`config.mk`:
```
export PLATFORM = sky130hd
export DESIGN_NAME = mdio_top
export DESIGN_NICKNAME = d
export VERILOG_FILES = /design/src/mdio_pkg.sv /design/src/mdio_sync.sv /design/src/mdio_blink.sv /design/src/mdio_top.sv
export SDC_FILE = /design/constraint.sdc
export NUM_CORES = 1
export LEC_CHECK = 0
export BUFFER_PORTS_ARGS = -buffer_cell sky130_fd_sc_hd__buf_2
export CAP_MARGIN = 20
export CORE_AREA = 5 5 118 120
export DETAILED_ROUTE_END_ITERATION = 6
export DIE_AREA = 0 0 123 125
export PLACE_DENSITY = 0.76
export SLEW_MARGIN = 20
export SYNTH_ARGS = -nofsm -noshare
export SYNTH_HDL_FRONTEND = slang
export SYNTH_SLANG_ARGS = --single-unit
```
`constraint.sdc`:
```
create_clock -name clk -period 1.7 [get_ports clk]
set_input_delay 0.085 -clock clk [delete_from_list [all_inputs] [get_ports clk]]
set_output_delay 0.085 -clock clk [all_outputs]
set_load 0.02 [all_outputs]
```
`src/mdio_pkg.sv`:
```
// constants shared by the discrete i/o and status lamp logic
`default_nettype none
package mdio_pkg;
   // -------------------------------------------------------------
   // sizes
   // -------------------------------------------------------------
   localparam int N_IN = 7;
   localparam int N_OUT = 3;
   localparam int REG_W = 16;
   localparam int CTL_W = 16;
   localparam int N_LAMP = 18;
   localparam int IRQ_W = 3;
   // -------------------------------------------------------------
   // register byte offsets
   // -------------------------------------------------------------
   localparam logic [7:0] OFF_IN_STATUS = 8'h00;
   localparam logic [7:0] OFF_OUT_CTRL = 8'h04;
   localparam logic [7:0] OFF_IO_MASK = 8'h08;
   localparam logic [7:0] OFF_IRQ_STATUS = 8'h0c;
   localparam logic [7:0] OFF_IRQ_CLEAR = 8'h10;
   localparam logic [7:0] OFF_IRQ_ENABLE = 8'h14;
   localparam logic [7:0] OFF_HEALTH = 8'h18;
   // -------------------------------------------------------------
   // fields and reset values
   // -------------------------------------------------------------
   localparam int IN_FAULT_BIT = 7;
   localparam int MASK_OUT_LSB = 8;
   localparam logic [15:0] MASK_RESET = 16'h0007;
   localparam logic [6:0] PREDEF_IN_OK = 7'h1f;
   localparam logic [2:0] PREDEF_OUT_OK = 3'h1;
   localparam logic [15:0] OUT_RESET = 16'h0000;
   localparam int CTL_ENABLE_BIT = 0;
   localparam int CTL_BRAKE_BIT = 1;
   localparam int IRQ_IN_CHANGE = 0;
   localparam int IRQ_FAULT = 1;
   localparam int IRQ_FAILURE = 2;
   // -------------------------------------------------------------
   // lamp positions
   // -------------------------------------------------------------
   localparam int LAMP_IN_LSB = 0;
   localparam int LAMP_FAULT = 7;
   localparam int LAMP_ENBL = 8;
   localparam int LAMP_OUT_LSB = 9;
   localparam int LAMP_BACKPLANE = 12;
   localparam int LAMP_MODULE_OK = 13;
   localparam int LAMP_POWER_OK = 14;
   localparam int LAMP_SERIAL = 15;
   localparam int LAMP_MOTION_IN_PROGRESS = 16;
   localparam int LAMP_IN_POS = 17;
   // -------------------------------------------------------------
   // timing
   // -------------------------------------------------------------
   localparam int CLK_KHZ = 200000;
   localparam int BLINK_MS = 50;
   localparam int BLINK_CYC = BLINK_MS * CLK_KHZ;
endpackage
`default_nettype wire

```
`src/mdio_sync.sv`:
```
// two stage synchroniser for field inputs
`default_nettype none
`timescale 1ns/100ps
module mdio_sync #(
   parameter int W = 8
) (
   // clock and reset
   input wire logic clk,
   input wire logic sys_rst,
   // data
   input wire logic [W-1:0] d,
   output logic [W-1:0] q
);
   logic [W-1:0] s1_r;
   logic [W-1:0] q_r;

   // first stage is read only by the second
   always_ff @(posedge clk)
   begin
      if (sys_rst)
      begin
         s1_r <= '0;
         q_r <= '0;
      end
      else
      begin
         s1_r <= d;
         q_r <= s1_r;
      end
   end

   assign q = q_r;
endmodule
`default_nettype wire

```
`src/mdio_blink.sv`:
```
// serial link lamp: lit while link is up, blinks on character traffic
`default_nettype none
`timescale 1ns/100ps
module mdio_blink #(
   parameter int HOLD_CYC = mdio_pkg::BLINK_CYC
) (
   // clock and reset
   input wire logic clk,
   input wire logic sys_rst,
   // link state
   input wire logic link_up,
   input wire logic char_stb,
   // lamp
   output logic lamp
);
   typedef enum logic [2:0] {
      MDIO_BL_IDLE = 3'b001,
      MDIO_BL_DARK = 3'b010,
      MDIO_BL_LIT = 3'b100
   } mdio_blink_e;

   mdio_blink_e state_r;
   logic [31:0] cnt_r;
   logic pend_r;
   logic lamp_r;
   logic cnt_done;

   assign cnt_done = (cnt_r == 32'(HOLD_CYC - 1));

   always_ff @(posedge clk)
   begin
      if (sys_rst)
      begin
         state_r <= MDIO_BL_IDLE;
         cnt_r <= '0;
      end
      else
      begin
         case (state_r)
            MDIO_BL_IDLE:
            begin
               cnt_r <= '0;
               if (char_stb && link_up)
                  state_r <= MDIO_BL_DARK;
            end
            MDIO_BL_DARK:
            begin
               cnt_r <= cnt_done ? '0 : cnt_r + 32'h1;
               if (cnt_done)
                  state_r <= MDIO_BL_LIT;
            end
            MDIO_BL_LIT:
            begin
               cnt_r <= cnt_done ? '0 : cnt_r + 32'h1;
               if (cnt_done)
                  state_r <= (pend_r && link_up) ? MDIO_BL_DARK
                                                 : MDIO_BL_IDLE;
            end
            default:
               state_r <= MDIO_BL_IDLE;
         endcase
      end
   end

   // traffic seen during a blink keeps it going
   always_ff @(posedge clk)
   begin
      if (sys_rst)
         pend_r <= 1'b0;
      else if (state_r == MDIO_BL_LIT && cnt_done)
         pend_r <= 1'b0;
      else if (char_stb && state_r != MDIO_BL_IDLE)
         pend_r <= 1'b1;
   end

   always_ff @(posedge clk)
   begin
      if (sys_rst)
         lamp_r <= 1'b0;
      else
         lamp_r <= link_up && (state_r != MDIO_BL_DARK);
   end

   assign lamp = lamp_r;
endmodule
`default_nettype wire

```
`src/mdio_top.sv`:
```
// discrete i/o, status registers and front panel lamps of a motion axis
//
// Added by the designer: the Wishbone interface to the registers and the placing of the registers.
`default_nettype none
`timescale 1ns/100ps
// Behaviour
// RULE1: seven general inputs, three outputs, plus a drive fault input.
// RULE2: input status bits 1-7 inputs, bit 8 drive fault, 9-16 reserved.
// RULE3: output register bits 1-3 outputs, output 1 is brake, rest reserved.
// RULE4: first five inputs each selectable as discrete or motion function.
// RULE5: any pin masked into an unsupported mode is disabled.
// RULE6: mode of inputs 1-3 resets predefined, inputs 4-5 discrete.
// RULE7: limit inputs read active while travel limit is not reached.
// RULE8: home input reads active while motor is away from home switch.
// RULE9: drive fault bit and lamp active whenever drive reports fault.
// RULE10: eighteen front panel lamps driven.
// RULE11: drive enable lamp lit exactly when enable output asserted.
// RULE12: serial lamp shows link up and blinks on character traffic.
// RULE13: healthy lamp lit until an internal failure is detected.
// RULE14: motion lamp lit while new position commands are issued.
// RULE15: in-position lamp lit while inside the in-position window.
// RULE16: link activity lamp lit while backplane link is active.
// RULE17: active control word is the OR of all interface words.
// RULE18: inputs pass two flip-flops before status or lamps.
// RULE19: reserved bits read zero and ignore writes.
module mdio_top #(
   parameter int BLINK_CYC = mdio_pkg::BLINK_CYC
) (
   // clock and reset
   input wire logic clk,
   input wire logic sys_rst,
   // wishbone slave
   input wire logic wb_cyc_i,
   input wire logic wb_stb_i,
   input wire logic wb_we_i,
   input wire logic [7:0] wb_adr_i,
   input wire logic [3:0] wb_sel_i,
   input wire logic [31:0] wb_dat_i,
   output logic [31:0] wb_dat_o,
   output logic wb_ack_o,
   // field pins
   input wire logic [mdio_pkg::N_IN-1:0] din_pins,
   input wire logic servo_amp_fault,
   output logic [mdio_pkg::N_OUT-1:0] dout_pins,
   output logic servo_amp_on,
   // control words from each control interface
   input wire logic [mdio_pkg::CTL_W-1:0] ctl_backplane,
   input wire logic [mdio_pkg::CTL_W-1:0] ctl_serial,
   input wire logic [mdio_pkg::CTL_W-1:0] ctl_program,
   output logic [mdio_pkg::CTL_W-1:0] active_ctl,
   // status from the rest of the module
   input wire logic backplane_link_up,
   input wire logic serial_link_up,
   input wire logic serial_char_stb,
   input wire logic internal_failure,
   input wire logic power_good,
   input wire logic motion_in_progress,
   input wire logic in_position,
   // motion functions to the motion core
   output logic pos_limit_ok,
   output logic neg_limit_ok,
   output logic away_from_origin_switch,
   output logic jog_plus_req,
   output logic jog_minus_req,
   // lamps and interrupt
   output logic [mdio_pkg::N_LAMP-1:0] lamps,
   output logic irq
);
   // -------------------------------------------------------------
   // declarations
   // -------------------------------------------------------------
   logic [mdio_pkg::N_IN:0] raw_sync;
   logic [mdio_pkg::N_IN:0] in_stat_r;
   logic [mdio_pkg::N_IN:0] in_stat_nxt;
   logic [mdio_pkg::REG_W-1:0] out_r;
   logic [mdio_pkg::REG_W-1:0] mask_r;
   logic [mdio_pkg::IRQ_W-1:0] irq_stat_r;
   logic [mdio_pkg::IRQ_W-1:0] irq_en_r;
   logic [mdio_pkg::IRQ_W-1:0] irq_ev;
   logic [mdio_pkg::CTL_W-1:0] ctl_r;
   logic [mdio_pkg::N_OUT-1:0] dout_r;
   logic [mdio_pkg::N_LAMP-1:0] lamps_r;
   logic [4:0] func_r;
   logic amp_on_r;
   logic fault_seen_r;
   logic fail_seen_r;
   logic serial_lamp;
   logic ack_r;
   logic [31:0] rdat_r;
   logic req;
   logic wr_go;
   logic [6:0] in_dis;
   logic [2:0] out_dis;
   logic [1:0] warm_r;

   // write one register byte lane pair, reserved bits kept zero
   function automatic logic [15:0] lane_wr(input logic [15:0] cur,
                                           input logic [31:0] dat,
                                           input logic [3:0] sel,
                                           input logic [15:0] keep);
      logic [15:0] v;
      v = cur;
      if (sel[0])
         v[7:0] = dat[7:0];
      if (sel[1])
         v[15:8] = dat[15:8];
      return v & keep;
   endfunction

   // -------------------------------------------------------------
   // input synchronisation
   // -------------------------------------------------------------
   mdio_sync #(
      .W(mdio_pkg::N_IN + 1)
   ) u_sync (
      .clk(clk),
      .sys_rst(sys_rst),
      .d({servo_amp_fault, din_pins}),
      .q(raw_sync)
   ); // RULE18 RULE1

   // -------------------------------------------------------------
   // mode decode
   // -------------------------------------------------------------
   // predefined requested where not supported disables the pin
   assign in_dis = mask_r[6:0] & ~mdio_pkg::PREDEF_IN_OK; // RULE5
   assign out_dis = mask_r[mdio_pkg::MASK_OUT_LSB +: mdio_pkg::N_OUT]
                    & ~mdio_pkg::PREDEF_OUT_OK; // RULE5

   always_comb
   begin
      in_stat_nxt = raw_sync; // RULE2 RULE9
      in_stat_nxt[6:0] = raw_sync[6:0] & ~in_dis; // RULE5
   end

   always_ff @(posedge clk)
   begin
      if (sys_rst)
         in_stat_r <= '0;
      else
         in_stat_r <= in_stat_nxt; // RULE2
   end

   // motion functions only where the pin is predefined
   always_ff @(posedge clk)
   begin
      if (sys_rst)
         func_r <= '0;
      else
         func_r <= raw_sync[4:0] & mask_r[4:0]; // RULE4 RULE7 RULE8
   end

   assign pos_limit_ok = func_r[0]; // RULE7
   assign neg_limit_ok = func_r[1]; // RULE7
   assign away_from_origin_switch = func_r[2]; // RULE8
   assign jog_plus_req = func_r[3];
   assign jog_minus_req = func_r[4];

   // -------------------------------------------------------------
   // control word and outputs
   // -------------------------------------------------------------
   always_ff @(posedge clk)
   begin
      if (sys_rst)
         ctl_r <= '0;
      else
         ctl_r <= ctl_backplane | ctl_serial | ctl_program; // RULE17
   end

   assign active_ctl = ctl_r;

   always_ff @(posedge clk)
   begin
      if (sys_rst)
         amp_on_r <= 1'b0;
      else
         amp_on_r <= ctl_r[mdio_pkg::CTL_ENABLE_BIT];
   end

   assign servo_amp_on = amp_on_r;

   // output 1 in predefined mode follows the brake release bit
   always_ff @(posedge clk)
   begin
      if (sys_rst)
         dout_r <= '0;
      else
      begin
         dout_r <= out_r[mdio_pkg::N_OUT-1:0] & ~out_dis; // RULE3 RULE5
         if (mask_r[mdio_pkg::MASK_OUT_LSB])
            dout_r[0] <= ctl_r[mdio_pkg::CTL_BRAKE_BIT]; // RULE3
      end
   end

   assign dout_pins = dout_r;

   // -------------------------------------------------------------
   // lamps
   // -------------------------------------------------------------
   mdio_blink #(
      .HOLD_CYC(BLINK_CYC)
   ) u_blink (
      .clk(clk),
      .sys_rst(sys_rst),
      .link_up(serial_link_up),
      .char_stb(serial_char_stb),
      .lamp(serial_lamp)
   ); // RULE12

   always_ff @(posedge clk)
   begin
      if (sys_rst)
         lamps_r <= '0;
      else
      begin
         lamps_r[mdio_pkg::LAMP_IN_LSB +: 7] <= in_stat_nxt[6:0]; // RULE10
         lamps_r[mdio_pkg::LAMP_FAULT] <= raw_sync[7]; // RULE9
         lamps_r[mdio_pkg::LAMP_ENBL] <=
            ctl_r[mdio_pkg::CTL_ENABLE_BIT]; // RULE11
         lamps_r[mdio_pkg::LAMP_OUT_LSB +: 3] <= dout_r;
         lamps_r[mdio_pkg::LAMP_BACKPLANE] <= backplane_link_up; // RULE16
         lamps_r[mdio_pkg::LAMP_MODULE_OK] <=
            ~(internal_failure | fail_seen_r); // RULE13
         lamps_r[mdio_pkg::LAMP_POWER_OK] <= power_good;
         lamps_r[mdio_pkg::LAMP_SERIAL] <= serial_lamp; // RULE12
         lamps_r[mdio_pkg::LAMP_MOTION_IN_PROGRESS] <= motion_in_progress; // RULE14
         lamps_r[mdio_pkg::LAMP_IN_POS] <= in_position; // RULE15
      end
   end

   assign lamps = lamps_r;

   // failure is latched until reset
   always_ff @(posedge clk)
   begin
      if (sys_rst)
         fail_seen_r <= 1'b0;
      else if (internal_failure)
         fail_seen_r <= 1'b1; // RULE13
   end

   always_ff @(posedge clk)
   begin
      if (sys_rst)
         fault_seen_r <= 1'b0;
      else
         fault_seen_r <= raw_sync[7];
   end

   // -------------------------------------------------------------
   // wishbone slave
   // -------------------------------------------------------------
   assign req = wb_cyc_i && wb_stb_i;
   assign wr_go = req && wb_we_i && ack_r;

   always_ff @(posedge clk)
   begin
      if (sys_rst)
         ack_r <= 1'b0;
      else
         ack_r <= req && !ack_r;
   end

   always_ff @(posedge clk)
   begin
      if (sys_rst)
         rdat_r <= '0;
      else if (req && !ack_r)
      begin
         case (wb_adr_i)
            mdio_pkg::OFF_IN_STATUS: rdat_r <= 32'(in_stat_r); // RULE19
            mdio_pkg::OFF_OUT_CTRL: rdat_r <= 32'(out_r);
            mdio_pkg::OFF_IO_MASK: rdat_r <= 32'(mask_r);
            mdio_pkg::OFF_IRQ_STATUS: rdat_r <= 32'(irq_stat_r);
            mdio_pkg::OFF_IRQ_ENABLE: rdat_r <= 32'(irq_en_r);
            mdio_pkg::OFF_HEALTH: rdat_r <= 32'(lamps_r);
            default: rdat_r <= '0;
         endcase
      end
   end

   assign wb_ack_o = ack_r;
   assign wb_dat_o = rdat_r;

   always_ff @(posedge clk)
   begin
      if (sys_rst)
         out_r <= mdio_pkg::OUT_RESET;
      else if (wr_go && wb_adr_i == mdio_pkg::OFF_OUT_CTRL)
         out_r <= lane_wr(out_r, wb_dat_i, wb_sel_i, 16'h0007); // RULE19
   end

   always_ff @(posedge clk)
   begin
      if (sys_rst)
         mask_r <= mdio_pkg::MASK_RESET; // RULE6
      else if (wr_go && wb_adr_i == mdio_pkg::OFF_IO_MASK)
         mask_r <= lane_wr(mask_r, wb_dat_i, wb_sel_i, 16'h077f); // RULE4
   end

   always_ff @(posedge clk)
   begin
      if (sys_rst)
         irq_en_r <= '0;
      else if (wr_go && wb_adr_i == mdio_pkg::OFF_IRQ_ENABLE && wb_sel_i[0])
         irq_en_r <= wb_dat_i[mdio_pkg::IRQ_W-1:0];
   end

   // -------------------------------------------------------------
   // interrupts
   // -------------------------------------------------------------
   always_comb
   begin
      irq_ev = '0;
      irq_ev[mdio_pkg::IRQ_IN_CHANGE] = (in_stat_nxt != in_stat_r);
      irq_ev[mdio_pkg::IRQ_FAULT] = raw_sync[7] && !fault_seen_r;
      irq_ev[mdio_pkg::IRQ_FAILURE] = internal_failure && !fail_seen_r;
   end

   // a new event wins over a clear in the same cycle
   always_ff @(posedge clk)
   begin
      if (sys_rst)
         irq_stat_r <= '0;
      else if (wr_go && wb_adr_i == mdio_pkg::OFF_IRQ_CLEAR && wb_sel_i[0])
         irq_stat_r <= (irq_stat_r & ~wb_dat_i[mdio_pkg::IRQ_W-1:0])
                       | irq_ev;
      else
         irq_stat_r <= irq_stat_r | irq_ev;
   end

   assign irq = |(irq_stat_r & irq_en_r);

   // -------------------------------------------------------------
   // checks
   // -------------------------------------------------------------
   always_ff @(posedge clk)
   begin
      if (sys_rst)
         warm_r <= '0;
      else if (warm_r != 2'h3)
         warm_r <= warm_r + 2'h1;
   end
endmodule
`default_nettype wire

```
### Word level (Yosys, flattened, before mapping)

Index checks and enable logic that the tools add are counted.

| operators by class | value |
|---|---|
| add/sub/neg operators | 1 |
| shift-type cells | 0 |
| bitwise logic cells | 14 |
| reduce and logical (&&, ||, !) cells | 29 |
| $lt $le $gt $ge | 0 |
| eq/ne operators | 16 |
| divide/modulo/power cells | 0 |
| multipliers | 0 |
| muxes and demuxes | 10 |

Operators with widths:

| operator | count |
|---|---|
| 18-bit case mux with 6 select lines | 1 |
| 32-bit case mux with 2 select lines | 1 |
| 32-bit by 1-bit adder with 32-bit output, second input constant | 1 |
| 32-bit by 24-bit equality test with 1-bit output, second input constant | 1 |
| 32-bit 2-to-1 mux | 1 |
| 16-bit OR | 2 |
| 8-bit by 5-bit equality test with 1-bit output, second input constant | 3 |
| 1-bit logical AND | 17 |
| 8-bit by 4-bit equality test with 1-bit output, second input constant | 2 |
| 3-bit 2-to-1 mux | 4 |
| 3-bit AND | 3 |
| 3-bit case mux with 3 select lines | 1 |
| 8-bit by 3-bit equality test with 1-bit output, second input constant | 1 |
| 8-bit zero test | 1 |
| 8-bit != test | 1 |
| 7-bit AND | 1 |
| 7-bit inverter | 1 |
| 2-bit by 1-bit != test with 1-bit output, second input constant | 3 |
| 3-bit inverter | 2 |
| 3-bit OR | 2 |
| 2-bit AND reduction | 3 |
| 5-bit AND | 1 |
| 2-bit OR reduction | 2 |
| 3-bit by 1-bit equality test with 1-bit output, second input constant | 1 |
| 12 further kinds | 14 |

| word-level totals | value |
|---|---|
| flip-flop bits (word level) | 158 |
| logic and storage cells | 91 |
| memories kept | 0 |
| memory bits (read-only) | 0 |
| RAM bits | 0 |
| bits in latches | 0 |
| input port bits | 112 |

### Depth between registers and ports, before layout

Gate-level depths: netlist of the first run.

| depth | value |
|---|---|
| depth after elaboration | 6 |
| gate-level depth with buffers | 8 |

### Cells and area by module

A second synthesis of the first run with hierarchy kept.

| unflattened totals | value |
|---|---|
| cell total of the unflattened synthesis | 655 |
| area total of the unflattened synthesis | 5893.2 um^2 |

By module, submodules not included:

| module | sequential area each (um^2) | area an instance (um^2) | cells each | instances |
|---|---|---|---|---|
| mdio_top | 1621.6 | 3299.4 | 353 | 1 |
| mdio_blink | 740.7 | 2129.5 | 269 | 1 |
| mdio_sync | 320.3 | 464.2 | 33 | 1 |

### Worst setup path before layout of the first run

Ideal clock, no wire load.

| timing path | value |
|---|---|
| kind | reg-to-reg |
| from | register u_blink.cnt_r[0] |
| to | register u_blink.cnt_r[10] |
| stages on the path, launching flop included | 9 |
| slack | -0.114 ns |
| buffers on the path | 2 |
| data required time | 1.574 ns |
| data arrival time | 1.688 ns |
| path through | dfxtp_1 > ha_1 > clkbuf_2 > nor4b_1 > and4_1 > a21boi_2 > buf_2 > a22oi_1 > o41ai_1 |

| between the ends | value |
|---|---|
| longest elaborated chain between the ends | 3 |
| elaborated cells between the ends (all ways) | 4 |
| those cells by class | add/sub (1); eq/ne (1); mux (2) |

Ends and longest elaborated chain:

| what | RTL line | source |
|---|---|---|
| from (decl) | mdio_blink.sv:23 | `logic [31:0] cnt_r;` |
| from (signal assigned) | mdio_blink.sv:48 | `cnt_r <= cnt_done ? '0 : cnt_r + 32'h1;` |
| from (signal assigned) | mdio_blink.sv:54 | `cnt_r <= cnt_done ? '0 : cnt_r + 32'h1;` |
| 32-bit by 1-bit adder with 32-bit output or 32-bit by 24-bit equality test with 1-bit output (tied branches) | mdio_blink.sv:48, mdio_blink.sv:54, mdio_blink.sv:28 |  |
| 32-bit 2-to-1 mux (*) | mdio_blink.sv:48, mdio_blink.sv:54 |  |
| 32-bit case mux with 2 select lines (*) | mdio_blink.sv:39 | `case (state_r)` |

Every way passes the cells marked *; elsewhere a longest branch is shown, timed or not.
A chain may end at the register's enable or synchronous reset.

### Worst setup path after layout of the first run

| timing path | value |
|---|---|
| from | register u_blink.cnt_r[5] |
| to | register u_blink.cnt_r[15] |

The elaborated chain is that of the path after synthesis.

==> summary.md, run 1 <==
| Metric | Value |
|---|---|
| Largest family of logic cells by synthesized area | `simple AND/OR/NAND/NOR gates` |
| Fillers | `931` |
| Die area | `0.0154 mm2` |
| Vias per cell | `5.23` |
| Post-synthesis sequential area ratio | `47.7%` |
| Final core utilization | `67.7%` |
| Synth Instances | `618` |
| Mux contribution to synthesized area | `5.16%` |
| Crit path top cell by count | `buf_4` |
| Avg Cell Area, Syn | `9.11 um2` |
| Root Driver | `clkbuf_16` |
| Distinct cells, synth | `64` |
| CP max-delay cell | `dfxtp_2` |
| Clock Skew | `0.0106 ns` |
| Clk slew on worst S/H paths | `0.06 ns` |
| Worst Slack Setup Final | `-0.113 ns` |
| Die Y-Extent | `125 um` |
| Initial antenna violation count | `1` |
| Post-synthesis adder-cell area fraction | `0.445%` |
| Crit end category | `flop` |
| Largest net degree at the start of global routing | `53` |
| Highest clock rate | `551 MHz` |
| DP HPWL | `10700 um` |
| CTS Buffer Depth | `2` |
| Drt pass-1 iters | `5` |
| Final worst path period share | `107%` |
| Count of input and output buffers | `150` |
| Pins over their slew limit | `0` |
| Area fraction of the dominant cell type after synthesis | `47.7%` |
| Final count of hold timing violations | `0` |
| Maxcap violations | `0` |
| Core Footprint | `0.0129 mm2` |
| Std-Cell Rows | `42` |
| Min Tclk post-route | `1.81 ns` |
| Setup crit start kind | `flop` |
| Setup Crit Path Kind | `flop to flop` |
| Failing checks | `negative setup slack` |
| Required time worst endpoint | `2.06 ns` |
| Worst Tran Pin Value | `0.656 ns` |
| Nets@finish | `1028` |
| Final TNS setup | `-0.220 ns` |
| FFs w/ async S/R, synth | `0%` |
| Area leader, netlist | `dfxtp_1` |
| Share of layout cells above drive strength 1 | `38.6%` |
| Post-DRT Antenna Nets | `0` |
| Maximum VDD drop | `681 uV` |
| Main synth FF type | `dfxtp_1` |
| Worst-path fanout max | `5` |
| Vias in the first global route | `5619` |
| Power Density | `869 mW/mm2` |
| Htree depth | `4` |
| I/O pins | `189` |
| First-pass GRT wire length | `26500 um` |
| Residual DRC count | `0` |
| Class of the worst hold path | `input pin to flop` |
| CTS tree | `done` |
| Cts bufs inserted | `17` |
| Routability cong. | `0.903` |
| Finish-stage setup viols | `5` |
| Die width | `123 um` |
| Synth Area in Compound Gates | `13.0%` |
| Area Overhead vs Synth | `54.8%` |
| Grt total ovfl | `0` |
| Largest cells by area after synthesis | `dfxtp_1 (48%), nor2_1 (3.6%), mux2i_1 (3.6%)` |
| Status | `finished with violations` |
| Leakage | `3.83 nW` |
| Worst endpoint data arrival time | `2.17 ns` |
| CTS sink cnt | `134` |
| #FFs+latches synth | `134` |
| Drt initial violations | `472` |
| Detailed-route via count | `5771` |
| Number of enable flip-flop cells after synthesis | `0` |
| RSZ-0062 raised after global routing | `true` |
| WL/cell | `15.7 um` |
| Rel. slew slack | `56.1%` |
| DRT Wirelength | `17300 um` |
| Worst skew pair latency | `0.42 ns` |
| Post-synthesis simple-gate area fraction | `25.9%` |
| Gr usage total | `21.5%` |
| Xor/xnor share of the synthesized area | `1.87%` |
| Mapped Area | `0.00563 mm2` |
| Crit path cell chain | `and4_2 > buf_4 > nand4_1 > buf_4 > nor4_4 > a21o_1` |
| Synth Warn # | `0` |
| Critical path's largest stage delay | `0.34 ns` |
| Initial Util | `43.7%` |
-- placed cells by master (no fill, tap or decap), types with 5 or more instances in the layout --
cell | Yosys | layout
a21o_1 | 9 | 9
a31oi_1 | 16 | 15
or3_1 | 8 | 7
dfxtp_2 | 0 | 15
buf_4 | 16 | 86
dlygate4sd3_1 | 0 | 57
conb_1 | 1 | 14
buf_6 | 1 | 14
mux2_2 | 8 | 7
nor2_1 | 54 | 51
xnor2_1 | 9 | 9
dfxtp_1 | 134 | 119
mux2i_1 | 20 | 20
nand3_1 | 20 | 18
a22oi_1 | 15 | 14
o21ai_0 | 30 | 20
nand4_1 | 15 | 15
and2_1 | 11 | 10
clkbuf_16 | 0 | 18
a21oi_1 | 27 | 26
buf_2 | 14 | 150
o21ai_1 | 1 | 8
nor2b_1 | 31 | 31
and3_1 | 5 | 5
nand2b_1 | 8 | 7
nor3_1 | 27 | 25
nand2_1 | 41 | 40
inv_1 | 18 | 18
-- timing repair --
item / 4_1_cts / 5_1_grt
setup endpoints to repair: 31 / 33
cloned: 2 / 2
pin swaps: 8 / 19
resized for setup: 24 / 56
buffers inserted: 6 / 9
endpoints found under the hold margin: 49 / 0
hold buffers: 57 / 0
-- flip-flops by register name (all words and copies together), names as in the netlist, 3 cells and up --
register and flops:
irq_en_r 3, mask_r 10, in_stat_r 7, wb_dat_o 18, u_blink.cnt_r 32, u_sync.q 8, dout_pins 3, irq_stat_r 3
u_sync.s1_r 8, func_r 5, active_ctl 16, out_r 3, lamps 11, u_blink.state_r 3
-- layer usage --
| layer | GRT usage (%) | wire length, um | up-vias |
|---|---|---|---|
| met5 | 0 | 0 | - |
| met2 | 38.2 | 8840 | 243 |
| met1 | 24.4 | 6730 | 2703 |
| met3 | 5.28 | 1150 | 58 |
| li1 | - | - | 2767 |
| met4 | 8.34 | 599 | 0 |
-- power breakdown --
part           switching, mW  leakage, nW  internal [mW]
sequential            0.0360         1.10           3.21
combinational          0.317         2.45          0.294
clock                   1.42        0.288           2.30
-- cell families after synthesis --
logic type,count (synthesis)
AND/OR/NAND/NOR,258
flip-flops,134
AO/OA/AOI/OAI,117
buffers and inverters,66
multiplexers,28
XOR/XNOR,12
adder cells (fa/ha/maj),2
other,1
-- critical path, delay by kind of cell (launching register included) --
family / cells / cell delay, ns
compound gates: 1 / 0.11
buf+inv: 2 / 0.43
flops: 1 / 0.34
simple gates: 3 / 0.87
-- layout make-up --
class / count / area (um2) / area share [%]
clock inverter: 12 / 141 / 1.62
inverter: 18 / 67.6 / 0.775
sequential: 134 / 2700 / 31.0
antenna: 1 / 2.50 / 0.0287
multi-input combinational: 434 / 2940 / 33.8
clock buffer: 20 / 467 / 5.36
tap: 176 / 220 / 2.53
timing repair buffer: 309 / 2170 / 24.9
-- final timing paths --
path / start / end / slack, ns / cells after the start
max: u_blink.cnt_r[5] / u_blink.cnt_r[15] / -0.11 / 6
min: wb_adr_i[7] / out_r[0] / 0.11 / 4
max reg2reg: u_blink.cnt_r[5] / u_blink.cnt_r[15] / -0.11 / 6
min reg2reg: u_sync.s1_r[6] / u_sync.q[6] / 0.44 / 1
-- cell usage after synthesis (all sizes together) (3+ instances only) --
library cell and n:
mux2 8, xnor2 9, nand3 21, a22o 3, a22oi 15, clkbuf 11
nand2b 8, nor2b 31, nor3b 3, nor4b 6, inv 18, nand2 41
dfxtp 134, nand4 16, a41oi 3, a21o 9, buf 37, mux2i 20
o21ai 31, o22ai 3, a21oi 27, or3 8, nor3 28, xor2 3
and2 11, and3 5, nor4 6, and4 7, nor2 55, a31oi 16
-- metrics by stage --
stage / area [um2] / setup slack (ns) / power [mW] / instances / hold slack (ns)
5_1_grt: 8710 / -0.155 / 7.85 / 1104 / 0.131
3_5_place_dp: 7070 / -0.333 / 3.80 / 996 / 0.284
4_1_cts: 8400 / -0.00395 / 7.61 / 1093 / 0.0955
6_report: 8710 / -0.113 / 7.57 / 1104 / 0.109
3_3_place_gp: 7070 / -0.295 / 3.79 / 996 / 0.284
2_1_floorplan: 5720 / -0.0387 / 3.61 / 631 / 0.162
Note: power is estimated with default switching activity, not from simulation.
==> inputs of run 2 (changes only) <==
--- a/config.mk
+++ b/config.mk
@@ -7,10 +7,10 @@
 export LEC_CHECK = 0
 export BUFFER_PORTS_ARGS = -buffer_cell sky130_fd_sc_hd__buf_2
 export CAP_MARGIN = 20
-export CORE_AREA = 5 5 118 120
+export CORE_AREA = 5 5 109 111
 export DETAILED_ROUTE_END_ITERATION = 6
-export DIE_AREA = 0 0 123 125
-export PLACE_DENSITY = 0.76
+export DIE_AREA = 0 0 114 116
+export PLACE_DENSITY = 0.84
 export SLEW_MARGIN = 20
 export SYNTH_ARGS = -nofsm -noshare
 export SYNTH_HDL_FRONTEND = slang
==> constraint.sdc (replaced) <==
create_clock -name clk -period 2.2 [get_ports clk]
set_input_delay 0.11 -clock clk [delete_from_list [all_inputs] [get_ports clk]]
set_output_delay 0.11 -clock clk [all_outputs]
set_load 0.02 [all_outputs]
==> summary.md, run 2 (same netlist as run 1, synthesis figures left out) <==
| Metric | Value |
|---|---|
| Final TNS setup | `0 ns (+0.220 ns)` |
| Finish-stage setup viols | `0 (-5)` |
| Grt total ovfl | `0 (unchanged)` |
| Maxcap violations | `0 (unchanged)` |
| Worst endpoint data arrival time | `2.45 ns (+0.28 ns)` |
| # diodes | `0 (-1)` |
| Class of the worst hold path | `input pin to flop` |
| Final worst path period share | `92.7% (-14 points)` |
| First-pass GRT wire length | `25900 um (-2.0%)` |
| Initial Util | `52.6% (+8.9 points)` |
| Gr usage total | `24.5% (+3.1 points)` |
| WL/cell | `16.8 um (+7.2%)` |
| Setup crit start kind | `flop` |
| Status | `complete, no violations` |
| Max FFs per register | `32 (unchanged)` |
| Rel. slew slack | `55.5% (-0.59 points)` |
| Placed cell areas | `0.00642 mm2 (-9.2%)` |
| Die width | `114 um (-7.3%)` |
| Required time worst endpoint | `2.61 ns (+0.55 ns)` |
| Worst Slack Setup Final | `0.162 ns (+0.275 ns)` |
| Total Power | `5.57 mW (-27%)` |
| Commonest non-fill, non-tap cells in the layout | `buf_2 (150), dfxtp_1 (134), dlygate4sd3_1 (58)` |
| Setup WS pre-CTS | `0.0293 ns (+0.362 ns)` |
| I/O pins | `189 (unchanged)` |
| Leakage | `3.25 nW (-15%)` |
| Crit end category | `flop` |
| Most common cell after layout, fill and taps aside | `buf_2` |
| Final core utilization | `70.7% (+3.0 points)` |
| Post-DRT Antenna Nets | `0 (unchanged)` |
| Final count of hold timing violations | `0 (unchanged)` |
| Largest Register | `u_blink.cnt_r` |
| Residual DRC count | `0 (unchanged)` |
| Std-Cell Rows | `38 (-9.5%)` |
| DRT Wirelength | `16400 um (-5.5%)` |
| Area Overhead vs Synth | `34.4%` |
| Cts bufs inserted | `17 (unchanged)` |
| Vias per cell | `5.53 (+5.8%)` |
| DP HPWL | `10200 um (-4.6%)` |
| Largest net degree at the start of global routing | `37 (-30%)` |
| Htree depth | `4 (unchanged)` |
| Core Footprint | `0.0107 mm2 (-17%)` |
| Drt pass-1 iters | `5 (unchanged)` |
| Detailed-route via count | `5380 (-6.8%)` |
| Worst skew pair latency | `0.52 ns (+0.10 ns)` |
| Final instance area | `0.00756 mm2 (-13%)` |
| RSZ-0062 raised after global routing | `false` |
| Postcts setup bufs | `0 (-6)` |
| Min Tclk post-route | `2.04 ns (+0.225 ns)` |
| Count of input and output buffers | `150 (unchanged)` |
| Die area | `0.0132 mm2 (-14%)` |
| Routability cong. | `0.881 (-2.4%)` |
| Maximum VDD drop | `425 uV (-38%)` |
| CTS Buffer Depth | `2 (unchanged)` |
| Highest clock rate | `491 MHz (-11%)` |
| Initial antenna violation count | `0 (-1)` |
| CTS sink cnt | `134 (unchanged)` |
| Pins over their slew limit | `0 (unchanged)` |
| Power Density | `736 mW/mm2 (-15%)` |
| Clk slew on worst S/H paths | `0.06 ns (about the same)` |
| Setup Crit Path Kind | `flop to flop` |
| Hold WS | `0.0502 ns (-0.0583 ns)` |
| Clock Skew | `0.00821 ns (-0.00240 ns)` |
| Dpl cells | `884 (-11%)` |
| Post-route non-filler standard cell count | `973 (-12%)` |
| Vias in the first global route | `5435 (-3.3%)` |
| Drt initial violations | `508 (+7.6%)` |
| Worst Tran Pin Value | `0.666 ns (+0.0105 ns)` |
| Nets@finish | `935 (-9.0%)` |
| Worst-path fanout max | `9 (+4)` |
| Root Driver | `clkbuf_8` |
| Die Y-Extent | `116 um (-7.2%)` |
| Share of layout cells above drive strength 1 | `26.2% (-12 points)` |
| CTS tree | `done` |
-- run 2: per-layer routing --
metal,track usage [%],up-vias,part of all wire (%)
li1,-,2564,-
met2,43.8,244,52
met1,26.8,2511,38
met4,12.2,0,3.6
met3,6.74,61,6.8
met5,0,-,0
-- run 2: cell type report --
cell class / count / area [um2]
fill: 722 / 3130
sequential: 134 / 2680
multi-input combinational: 431 / 2680
timing repair buffer: 219 / 1410
clock buffer: 22 / 473
tap: 140 / 175
clock inverter: 9 / 76.3
inverter: 18 / 67.6
-- run 2: worst max-delay path, cell delays in order (launching register included) --
cell and delay (ns):
dfxtp_1 0.47, or3b_2 0.52, o21ai_0 0.20, nand2b_1 0.37, o21ai_0 0.16, a21o_1 0.20
-- run 2: worst paths after layout --
check,endpoint,startpoint,depth (start not counted),slack [ns]
worst max-delay path,u_blink.cnt_r[24],u_blink.state_r[0],5,0.16
worst min-delay path,wb_dat_o[7],wb_stb_i,5,0.05
worst max register to register,u_blink.cnt_r[24],u_blink.state_r[0],5,0.16
worst min register to register,u_sync.q[4],u_sync.s1_r[4],1,0.43
-- run 2: repair_timing --
action / 4_1_cts / 5_1_grt
hold buffers: 58 / 0
resized for setup: 0 / 3
setup endpoints to repair: 0 / 12
hold endpoints to repair: 54 / 0
-- run 2: report_power, final --
group | leakage, nW | switching, mW | total, mW | internal, mW
registers | 1.09 | 0.0332 | 2.52 | 2.48
clock network | 0.276 | 0.996 | 2.60 | 1.60
logic | 1.88 | 0.245 | 0.453 | 0.208
total | 3.25 | 1.27 | 5.57 | 4.29
==> inputs of run 3 (changes only) <==
--- a/config.mk
+++ b/config.mk
@@ -5,7 +5,7 @@
 export SDC_FILE = /design/constraint.sdc
 export NUM_CORES = 1
 export LEC_CHECK = 0
-export BUFFER_PORTS_ARGS = -buffer_cell sky130_fd_sc_hd__buf_2
+export BUFFER_PORTS_ARGS = -buffer_cell sky130_fd_sc_hd__buf_4
 export CAP_MARGIN = 20
 export CORE_AREA = 5 5 109 111
 export DETAILED_ROUTE_END_ITERATION = 6
==> summary.md, run 3 (same netlist as run 1, synthesis figures left out) <==
| Metric | Value |
|---|---|
| Std-Cell Rows | `38 (unchanged)` |
| Die area | `0.0132 mm2 (unchanged)` |
| Placed cell areas | `0.00682 mm2 (+6.2%)` |
| Area Overhead vs Synth | `42.9%` |
| Detailed-route via count | `5602 (+4.1%)` |
| Crit end category | `flop` |
| Die Y-Extent | `116 um (unchanged)` |
| First-pass GRT wire length | `27400 um (+5.7%)` |
| Total Power | `5.91 mW (+6.1%)` |
| Setup crit start kind | `flop` |
| Leakage | `3.38 nW (+4.2%)` |
| Crit path top cell by count | `o21ai_0` |
| Setup WS pre-CTS | `0.201 ns (+0.171 ns)` |
| Cts bufs inserted | `17 (unchanged)` |
| Nets@finish | `941 (+0.64%)` |
| Vias in the first global route | `5602 (+3.1%)` |
| Final core utilization | `75.2% (+4.5 points)` |
| Required time worst endpoint | `2.61 ns (about the same)` |
| WL/cell | `17.9 um (+6.4%)` |
| Worst Tran Pin Value | `0.659 ns (-0.00752 ns)` |
| Post-route non-filler standard cell count | `979 (+0.62%)` |
| CP bufs+invs | `1 (+1)` |
| Grt total ovfl | `0 (unchanged)` |
| Clock Skew | `0.00763 ns (-0.000584 ns)` |
| Dpl cells | `887 (+0.34%)` |
| Hold WS | `0.0293 ns (-0.0210 ns)` |
| Worst endpoint data arrival time | `2.43 ns (-0.02 ns)` |
| Share of layout cells above drive strength 1 | `26.1% (-0.037 points)` |
| Commonest non-fill, non-tap cells in the layout | `buf_4 (164), dfxtp_1 (134), dlygate4sd3_1 (61)` |
| Drt pass-1 iters | `7 (+2)` |
| Final worst path period share | `91.5% (-1.1 points)` |
| Final TNS setup | `0 ns (unchanged)` |
| CTS sink cnt | `134 (unchanged)` |
| Initial antenna violation count | `0 (unchanged)` |
| Worst-path fanout max | `15 (+6)` |
| Finish-stage setup viols | `0 (unchanged)` |
| Htree depth | `4 (unchanged)` |
| I/O pins | `189 (unchanged)` |
| Routability cong. | `0.896 (+1.7%)` |
| Root Driver | `clkbuf_8` |
| Worst Hold Launch | `wb_adr_i[3]` |
| Drt initial violations | `596 (+17%)` |
| Power Density | `734 mW/mm2 (-0.21%)` |
| Class of the worst hold path | `input pin to flop` |
| Worst Slack Setup Final | `0.187 ns (+0.0249 ns)` |
| Pins over their slew limit | `0 (unchanged)` |
| Die width | `114 um (unchanged)` |
| Count of input and output buffers | `150 (unchanged)` |
| Reg2reg start | `u_blink.state_r[0]` |
| WHS Path Cells | `3 (-2)` |
| DP HPWL | `10600 um (+3.8%)` |
| Most common cell after layout, fill and taps aside | `buf_4` |
| Postcts setup bufs | `0 (unchanged)` |
| Final instance area | `0.00804 mm2 (+6.3%)` |
| Gr usage total | `26.0% (+1.4 points)` |
| Maximum VDD drop | `479 uV (+13%)` |
| Vias per cell | `5.72 (+3.5%)` |
| Core Footprint | `0.0107 mm2 (unchanged)` |
| Crit path max-delay family | `simple AND/OR/NAND/NOR gates` |
| Crit path cell chain | `or3b_2 > o21ai_0 > nand2b_1 > buf_4 > o21ai_0 > a21o_1` |
| Final count of hold timing violations | `0 (unchanged)` |
| Rel. slew slack | `55.9% (+0.39 points)` |
| Status | `complete, no violations` |
| Initial Util | `52.6% (unchanged)` |
| Maxcap violations | `0 (unchanged)` |
| RSZ-0062 raised after global routing | `false` |
| CTS Buffer Depth | `2 (unchanged)` |
| Min Tclk post-route | `2.01 ns (-0.0249 ns)` |
| Highest clock rate | `497 MHz (+1.2%)` |
| Setup Crit Path Kind | `flop to flop` |
| Largest net degree at the start of global routing | `37 (unchanged)` |
| DRT Wirelength | `17500 um (+7.0%)` |
| Worst skew pair latency | `0.52 ns (about the same)` |
| WHS Endpoint | `wb_dat_o[6]` |
| R2R cell count | `6 (+1)` |
| Post-DRT Antenna Nets | `0 (unchanged)` |
| Worst R2R End | `u_blink.cnt_r[15]` |
| CTS tree | `done` |
| Clk slew on worst S/H paths | `0.06 ns (about the same)` |
| Flop-to-flop setup slack | `0.19 ns (+0.02 ns)` |
| Max FFs per register | `32 (unchanged)` |
| Largest Register | `u_blink.cnt_r` |
| Residual DRC count | `0 (unchanged)` |
| Critical path's largest stage delay | `0.53 ns (about the same)` |
| CP max-delay cell | `or3b_2` |
## run 3: cell types whose count changed in the layout (fill, tap and decap cells not counted), sizes merged
cell,before,now
bufinv,1,3
clkinv,7,4
diode,0,1
buf,161,164
dlygate4sd3,58,61
## run 3: what timing repair did
item,in CTS,in global routing
endpoints found under the hold margin,55,0
endpoints found under the setup margin,0,2
gates resized for setup,0,1
hold buffers,61,0
## run 3: final cells by class
class	instances	area, um2
Multi-Input combinational cell	431	2670
Clock inverter	8	121
Timing Repair Buffer	225	1840
Sequential cell	134	2680
Tap cell	140	175
Antenna cell	1	2.50
Fill cell	643	2660
Clock buffer	22	483
Inverter	18	67.6
## run 3: worst min-delay path: stages
cell     delay, ns
buf_4         0.19
a22oi_1       0.09
o21ai_0       0.12
## run 3: worst max-delay path by stage
stage	from	to	slack [ns]	cells past startpoint
3_5_place_dp	wb_adr_i[6]	mask_r[3]	0.20	7
5_1_grt	u_blink.cnt_r[6]	u_blink.cnt_r[15]	0.07	6
6_report	u_blink.state_r[0]	u_blink.cnt_r[15]	0.19	6
3_3_place_gp	wb_adr_i[6]	mask_r[0]	0.26	7
4_1_cts	u_blink.cnt_r[0]	u_blink.cnt_r[30]	0.25	7
2_1_floorplan	u_blink.cnt_r[0]	u_blink.cnt_r[10]	0.39	8
## run 3: power by group
group | leakage [nW] | internal [mW] | total (mW) | switching, mW
clock | 0.299 | 1.86 | 2.86 | 0.998
combinational | 1.99 | 0.273 | 0.527 | 0.253
sequential | 1.09 | 2.48 | 2.52 | 0.0362
## run 3: per-layer routing
| metal | vias to the layer above | part of all wire, % | track usage (%) |
|---|---|---|---|
| met1 | 2626 | 35 | 27.6 |
| met3 | 95 | 7.5 | 6.95 |
| met5 | - | 0 | 0 |
| met2 | 298 | 52 | 46.5 |
| li1 | 2583 | - | - |
| met4 | 0 | 5.3 | 14.8 |
